### src/woc_params.svh
`ifndef WOC_PARAMS_SVH
`define WOC_PARAMS_SVH
`define WOC_WORD_W 16
`define WOC_BYTE_W 8
`define WOC_NODE_CNT 64
`define WOC_NODE_W 6
`define WOC_ADDR_W 8
`define WOC_OFS_CTRL 8'h00
`define WOC_OFS_STAT 8'h01
`define WOC_OFS_NODE 8'h02
`define WOC_OFS_SEL 8'h03
`define WOC_OFS_STN_LO 8'h04
`define WOC_OFS_STN_HI 8'h05
`define WOC_CTRL_LINK_BIT 0
`define WOC_CTRL_RST 16'h0000
`endif

### src/woc_pkg.sv
package woc_pkg;
  typedef enum logic [1:0] {
    WOC_MODE_NONE = 2'b00,
    WOC_MODE_BIT = 2'b01,
    WOC_MODE_BYTE = 2'b10,
    WOC_MODE_BOTH = 2'b11
  } woc_mode_e;
  typedef struct packed {
    logic run_switch;
    logic simulation_setting;
    logic cpu_down;
    logic remote_io_stop_input;
    logic run_stop_contact;
  } woc_cpu_s;
  typedef struct packed {
    logic valid;
    logic to_line;
    logic [5:0] node;
    logic [7:0] addr;
    logic [15:0] data;
  } woc_word_s;
endpackage : woc_pkg

### src/woc_converter.sv
// Overview of operation
// - With no mode selected, words pass both ways unchanged.
// - Bit mode reverses bit order within each word, both directions.
// - Byte mode swaps upper and lower byte of each word, both ways.
// - Both selected: apply bit reversal and byte swap to each word.
// - Each node keeps its own bit select and byte select.
// - Inside the station format range, bit reversal is never applied.
// - Each word moves as one unit; multiword data is not coherent.
// - Without linkage, of the run and simulation switches, stop only when both are set.
// - With linkage, communicate only in run with normal setting.
// - Stop whenever the controller reports it has gone down.
// - Without linkage, stop while remote I/O stop input is asserted.
// - With linkage, stop while the run-stop contact is asserted.
`include "woc_params.svh"
`timescale 1ns/1ps
`default_nettype none
module woc_converter #(
  parameter int NODES = `WOC_NODE_CNT
) (
  input wire logic mclk,
  input wire logic rst,
  input wire logic [`WOC_ADDR_W-1:0] reg_addr,
  input wire logic [15:0] reg_wdata,
  input wire logic reg_wr,
  input wire logic reg_rd,
  output logic [15:0] reg_rdata,
  input wire woc_pkg::woc_cpu_s cpu_in,
  input wire woc_pkg::woc_word_s word_in,
  output woc_pkg::woc_word_s word_out,
  output logic comm_enable
);
  // Per-node selects: bit 0 bit reversal, bit 1 byte reversal.
  logic [1:0] sel_q [NODES];
  logic link_q;
  logic [5:0] node_ptr_q;
  logic [7:0] stn_lo_q;
  logic [7:0] stn_hi_q;
  logic [15:0] reg_rdata_q;
  woc_pkg::woc_word_s word_q;
  logic comm_q;

  function automatic logic [15:0] bit_rev(input logic [15:0] w);
    logic [15:0] r;
    r = 16'h0000;
    for (int i = 0; i < 16; i++) begin
      r[i] = w[15-i];
    end
    return r;
  endfunction : bit_rev

  function automatic logic [15:0] convert(
    input logic [15:0] w,
    input logic do_bit,
    input logic do_byte
  );
    logic [15:0] t;
    t = do_bit ? bit_rev(w) : w;
    return do_byte ? {t[7:0], t[15:8]} : t;
  endfunction : convert

  // Bit reversal followed by a byte swap leaves each byte where it was, only
  // mirrored; the checks use this form so they do not lean on convert().
  function automatic logic [15:0] byte_mirror(input logic [15:0] w);
    logic [15:0] r;
    r = 16'h0000;
    for (int i = 0; i < 8; i++) begin
      r[i] = w[7-i];
      r[i+8] = w[15-i];
    end
    return r;
  endfunction : byte_mirror

  // Communication gating.
  wire normal_setting = ~cpu_in.simulation_setting;
  wire gate_free = ~(cpu_in.run_switch & cpu_in.simulation_setting)
    & ~cpu_in.remote_io_stop_input;
  wire gate_link = cpu_in.run_switch & normal_setting
    & ~cpu_in.run_stop_contact;
  wire comm_d = ~cpu_in.cpu_down & (link_q ? gate_link : gate_free);

  // Data path: selection is per node; station range masks bit reversal.
  wire [1:0] node_sel = sel_q[word_in.node];
  wire in_station = (word_in.addr >= stn_lo_q) && (word_in.addr <= stn_hi_q)
    && (stn_lo_q <= stn_hi_q);
  wire do_bit = node_sel[0] & ~in_station;
  wire do_byte = node_sel[1];
  wire [15:0] conv_data = convert(word_in.data, do_bit, do_byte);

  // Register decode.
  wire wr_ctrl = reg_wr && reg_addr == `WOC_OFS_CTRL;
  wire wr_node = reg_wr && reg_addr == `WOC_OFS_NODE;
  wire wr_sel = reg_wr && reg_addr == `WOC_OFS_SEL;
  wire wr_lo = reg_wr && reg_addr == `WOC_OFS_STN_LO;
  wire wr_hi = reg_wr && reg_addr == `WOC_OFS_STN_HI;
  logic [15:0] rd_mux;
  always_comb begin
    unique case (reg_addr)
      `WOC_OFS_CTRL: rd_mux = {15'h0000, link_q};
      `WOC_OFS_STAT: rd_mux = {15'h0000, comm_q};
      `WOC_OFS_NODE: rd_mux = {10'h000, node_ptr_q};
      `WOC_OFS_SEL: rd_mux = {14'h0000, sel_q[node_ptr_q]};
      `WOC_OFS_STN_LO: rd_mux = {8'h00, stn_lo_q};
      `WOC_OFS_STN_HI: rd_mux = {8'h00, stn_hi_q};
      default: rd_mux = 16'h0000;
    endcase
  end

  always_ff @(posedge mclk) begin
    if (rst) begin
      link_q <= 1'b0;
      node_ptr_q <= 6'h00;
      stn_lo_q <= 8'hff;
      stn_hi_q <= 8'h00;
      reg_rdata_q <= 16'h0000;
    end else begin
      if (wr_ctrl) begin
        link_q <= reg_wdata[`WOC_CTRL_LINK_BIT];
      end
      if (wr_node) begin
        node_ptr_q <= reg_wdata[5:0];
      end
      if (wr_lo) begin
        stn_lo_q <= reg_wdata[7:0];
      end
      if (wr_hi) begin
        stn_hi_q <= reg_wdata[7:0];
      end
      reg_rdata_q <= reg_rd ? rd_mux : 16'h0000;
    end
  end

  for (genvar n = 0; n < NODES; n++) begin : g_sel
    always_ff @(posedge mclk) begin
      if (rst) begin
        sel_q[n] <= 2'b00;
      end else if (wr_sel && node_ptr_q == 6'(n)) begin
        sel_q[n] <= reg_wdata[1:0];
      end
    end
  end

  // The whole word is captured in one edge so it can never tear.
  always_ff @(posedge mclk) begin
    if (rst) begin
      word_q <= '0;
      comm_q <= 1'b0;
    end else begin
      comm_q <= comm_d;
      word_q.valid <= word_in.valid & comm_d;
      word_q.to_line <= word_in.to_line;
      word_q.node <= word_in.node;
      word_q.addr <= word_in.addr;
      word_q.data <= conv_data;
    end
  end

  assign word_out = word_q;
  assign reg_rdata = reg_rdata_q;
  assign comm_enable = comm_q;
endmodule : woc_converter
`default_nettype wire

### config.mk
export PLATFORM = sky130hd
export DESIGN_NAME = woc_converter
export DESIGN_NICKNAME = d
export VERILOG_FILES = /design/src/woc_pkg.sv /design/src/woc_converter.sv
export VERILOG_INCLUDE_DIRS = /design/src /design/src/src
export SDC_FILE = /design/constraint.sdc
export NUM_CORES = 1
export LEC_CHECK = 0
export BUFFER_PORTS_ARGS = -buffer_cell sky130_fd_sc_hd__buf_4
export CAP_MARGIN = 20
export CORE_ASPECT_RATIO = 0.75
export CORE_MARGIN = 2
export CORE_UTILIZATION = 49
export CTS_BUF_LIST = sky130_fd_sc_hd__clkbuf_16
export DETAILED_ROUTE_END_ITERATION = 6
export GPL_TIMING_DRIVEN = 0
export PLACE_DENSITY = 0.79
export SLEW_MARGIN = 10
export SYNTH_ARGS = -nofsm -noshare
export SYNTH_HDL_FRONTEND = slang
export SYNTH_SLANG_ARGS = --single-unit
### constraint.sdc
create_clock -name mclk -period 4.35 [get_ports mclk]
set_input_delay 0.2175 -clock mclk [delete_from_list [all_inputs] [get_ports mclk]]
set_output_delay 0.2175 -clock mclk [all_outputs]
set_load 0.1 [all_outputs]
Word-level counts from Yosys, hierarchy flattened
Memories as Yosys holds them, arrays and structs flattened. A register that Yosys moved wholly into a read port is not among the register bits.
Cells that the tools add are included.
{"block": "op_classes", "n_lt_le_gt_ge": 3, "n_eq_ne": 68, "n_mux": 264, "bitwise_logic": 78, "n_reduce_logical": 74}
{"cell": "1-bit two-way mux", "count": 195}
{"cell": "6-bit == test (second input constant)", "count": 32}
{"cell": "2-bit two-way mux", "count": 64}
{"cell": "6-bit by 5-bit == test with 1-bit output (second input constant)", "count": 16}
{"cell": "1-bit logical AND", "count": 71}
{"cell": "1-bit OR", "count": 64}
{"cell": "6-bit by 4-bit == test with 1-bit output (second input constant)", "count": 8}
{"cell": "8-bit case mux with 6 select lines", "count": 1}
{"cell": "16-bit two-way mux", "count": 2}
{"cell": "6-bit by 3-bit == test with 1-bit output (second input constant)", "count": 4}
{"cell": "8-bit by 2-bit == test with 1-bit output (second input constant)", "count": 2}
{"cell": "8-bit by 3-bit == test with 1-bit output (second input constant)", "count": 2}
{"cell": "8-bit less-or-equal comparator", "count": 2}
{"cell": "6-bit by 2-bit == test with 1-bit output (second input constant)", "count": 2}
{"cell": "6-bit two-way mux", "count": 2}
{"cell": "8-bit by 1-bit == test with 1-bit output (second input constant)", "count": 1}
{"cell": "8-bit >= comparator", "count": 1}
{"cell": "8-bit logical NOT", "count": 1}
{"cell": "1-bit AND", "count": 7}
{"cell": "1-bit NOT", "count": 7}
{"cell": "6-bit by 1-bit == test with 1-bit output (second input constant)", "count": 1}
{"cell": "6-bit logical NOT", "count": 1}
{"cell": "2-bit OR reduction", "count": 1}
{"block": "word_totals", "regBits": 72, "ram_bits": 128, "inputBits": 65, "output_inout_bits": 49, "elab_cells": 499, "memories": 1}
{"name": "sel_q", "depth": 64, "word_bits": 2, "rd": 2, "rd_clocked_by_memory_dff": 1, "wr": 64, "line": "woc_converter.sv:33", "source": "logic [1:0] sel_q [NODES];"}

Longest topological paths before layout
{"block": "logic_depth", "word_depth": 7, "mapped_depth": 12, "depth_no_buf": 10}

Least setup slack after synthesis
OpenSTA, ideal clock, no wires.
{"block": "synth_path", "path_kind": "register to register", "from": "reg with a tool-made name", "to": "reg reg_rdata_q[1] (netlist: reg_rdata[1])", "setup_time_ns": 0.124, "arrival_ns": 2.507, "t_required_ns": 4.226, "path_slack_ns": 1.720, "stages_incl_launch_ff": 8, "synth_period_minus_slack_ns": 2.630, "path_cell_list": "dfxtp_1 > clkbuf_1 > buf_2 > mux4_2 > mux4_2 > mux4_2 > a222oi_1 > nor2_1"}
{"element": "end signal: assignment", "line": "woc_converter.sv:128", "source": "reg_rdata_q <= reg_rd ? rd_mux : 16'h0000;"}
{"element": "end: declaration", "line": "woc_converter.sv:38", "source": "logic [15:0] reg_rdata_q;"}

==> qor.yml <==
floorplanning:
  ios: 114
  die_x_um: 173.5
  std_cell_rows: 46
  initial_core_util: 0.4999
  dieArea_sq_mm: 0.02275
  die_y_um: 131.1
  coreArea_sq_mm: 0.02112
clocking:
  cts-root-buf: "clkbuf_16"
  h-tree-depth: 4
  cts.path.max_buffers: 2
  post_cts_resized: 0
  clock_latency_ns: 0.45
  path_clk_slew_ns: 0.07
  cts_tree: "built"
  cts.sinks: 198
  numCtsBuffers: 17
routing:
  num_vias: 8010
  drtPass1Iterations: 5
  viasPerCell: 6.059
  drc: 0
  wl_per_cell_um: 22.18
  first_iter_violations: 1060
  wl_mm: 29.32
  antenna_left: 0
sta:
  fin_setup_tns_ns: 0
  hold_violations: 0
  finClkSkew_ns: 0.01611
  max_freq_mhz: 315.9
  drv_slew: 0
  rsz0062_at_grt: "false"
  period_minus_slack_ns: 3.166
  setup_viol: 0
  finalCritPeriodShare: 0.7278
  worst_pin_slew_ns: 1.024
  slew-limit-headroom: 0.3171
cells_and_area:
  n_antenna_cell: 0
  layout-drive-gt1-share: 0.2176
  final_nets: 1110
  synthToLayoutAreaGrowth_pct: 16.65
placement:
  routabilityCongestion: 0.9187
  dp_hpwl_mm: 21.81
  io_buffers: 96
global_route:
  grt.busiest_layer: "met2"
  grt_pass1_wl_mm: 44.68
  grt_start_max_net_pins: 19
  use_met2: 0.3960
  use_met3: 0.07060
  gr-usage-met1: 0.3760
  overflow: 0
  grt_pass1_vias: 7631
  antenna_found_initial: 0
  grtUsageTotal: 0.2607
critical_path:
  path_delay_family: "multiplexers"
  worstSetupStartpointType: "flop"
  crit_path_cell_trace: "buf_1 -> mux4_2 -> mux4_2 -> mux4_2 -> a222oi_1 -> nor2_1"
  cp_slowest_stage_delay_ns: 0.80
  critPathBufInv: 1
  worstPathMaxFanout: 10
  critPathMostFrequentCell: "mux4_2"
  end_kind: "flop"
  critical_path_arrival_ns: 3.48
  path_class: "flop to flop"
  slowest_stage: "buf_1"
  required_ns: 4.67
yosys:
  synth_commonest_cells: "155 x nor2_1, 128 x edfxtp_1, 70 x dfxtp_1"
  syn_area_per_cell_sq_um: 11.78
  ys_warn_count: 0
  netlist_top_cells_area: "edfxtp_1 36%, mux4_2 14%, dfxtp_1 13%"
  ys_ff_latch: 198
  async_reset_ff_frac: 0
  yosysMostFrequentCell: "nor2_1"
  synth_cell_types: 55
  yosys.area.top_type: "edfxtp_1"
  synth.cell_area_sq_mm: 0.01056
  synth_top_area_share: 0.3640
  ys_seq_area_frac: 0.4967
  synthFlopType: "edfxtp_1"
  synth-edff-count: 128
  syn_inst: 896
run_status:
  status: "finished, final reports clean"
power:
  irDropWorstVdd_mv: 0.2749
  power.total_mw: 4.466
  p_leak_nw: 4.563
  power-per-cell-area_mw_per_mm2: 362.6
run:
  max_cap_violations: 0
min_path:
  hp-class: "input port to flop"
-- sequential cells by signal, summed over array words and instances, names as in the netlist, named ones only --
register / cells
link_q: 1
stn_lo_q: 8
word_out: 32
node_ptr_q: 6
sel_q: 128
stn_hi_q: 8
comm_enable: 1
reg_rdata: 8
-- path summary, 6_finish.rpt --
kind	startpoint	end	slack [ns]	cells after the start
worst min register to register	stn_lo_q[2]$_SDFFE_PP1P_	stn_lo_q[2]$_SDFFE_PP1P_	0.50	2
worst min-delay path	word_in[31]	word_out[31]$_SDFF_PP0_	0.001	2
worst max register to register	flop	reg_rdata[1]$_SDFF_PP0_	1.18	6
worst max-delay path	flop	reg_rdata[1]$_SDFF_PP0_	1.18	6
-- cell usage in the layout, fill, tap and decap left out, types with 3 or more instances in the layout --
cell / count
nand4_1: 7
nand2_1: 58
a211oi_2: 6
nand2b_1: 7
dfxtp_1: 70
conb_1: 8
and2_1: 3
mux4_1: 3
a31oi_1: 3
buf_2: 7
inv_6: 3
dlygate4sd3_1: 3
a21o_1: 3
nor2_1: 155
bufinv_16: 3
a211oi_1: 6
inv_1: 22
clkbuf_1: 57
edfxtp_1: 128
buf_1: 5
nor3_1: 3
mux2i_1: 50
clkinv_4: 5
ha_1: 24
o22ai_1: 3
nand3b_1: 10
buf_4: 105
a21oi_1: 11
nor2b_1: 44
a22oi_1: 13
o21ai_0: 9
o21bai_1: 64
buf_6: 4
nand3_1: 17
mux4_2: 64
clkbuf_16: 17
-- repair_timing --
action / CTS / global route
hold buffers: 3 / 0
buffers inserted: 0 / 0
setup endpoints to repair: 0 / 0
endpoints found under the hold margin: 2 / 0
-- cell families after synthesis --
| group | Yosys count | share of synthesized area |
|---|---|---|
| compound gates | 136 | 0.09859 |
| fa+ha+maj | 24 | 0.02844 |
| buf+inv | 106 | 0.04764 |
| flops | 198 | 0.4967 |
| mux | 118 | 0.1924 |
| other cells | 1 | 0.0003552 |
| simple gates | 313 | 0.1358 |
-- metrics by stage --
step,instance area [sq um],setup WS (ns),hold WS (ns),util,cells
2_1_floorplan,10590,1.720,0.3204,-,903
3_3_place_gp,11670,1.163,0.4106,0.5523,1287
3_5_place_dp,11670,0.9702,0.4155,0.5523,1287
4_1_cts,12320,1.199,0.0002484,0.5831,1322
5_1_grt,12320,0.9730,0.00003797,0.5831,1322
6_report,12320,1.184,0.001241,0.5831,1322
-- cell type report --
cell class                 count  area [sq um]
buffer                        84         420.4
clock buffer                  17         425.4
clock inverter                15         195.2
fill                        1674          8806
inverter                      22         82.58
multi-input combinational    599          4837
sequential                   198          5245
tap                          288         360.3
timing repair buffer          99         750.7
-- power by group --
group	switching, mW	leakage, nW	internal [mW]	total (mW)
Clock	0.758	0.302	0.922	1.68
Sequential	0.0317	1.89	2.06	2.09
Combinational	0.463	2.37	0.229	0.691
-- layer usage --
layer  part of all wire  vias to the layer above
li1                   -                     3521
met1               0.41                     3949
met2               0.45                      499
met3               0.13                       41
met4              0.014                        0
met5                  0                        -
(Power assumes the default switching activity.)
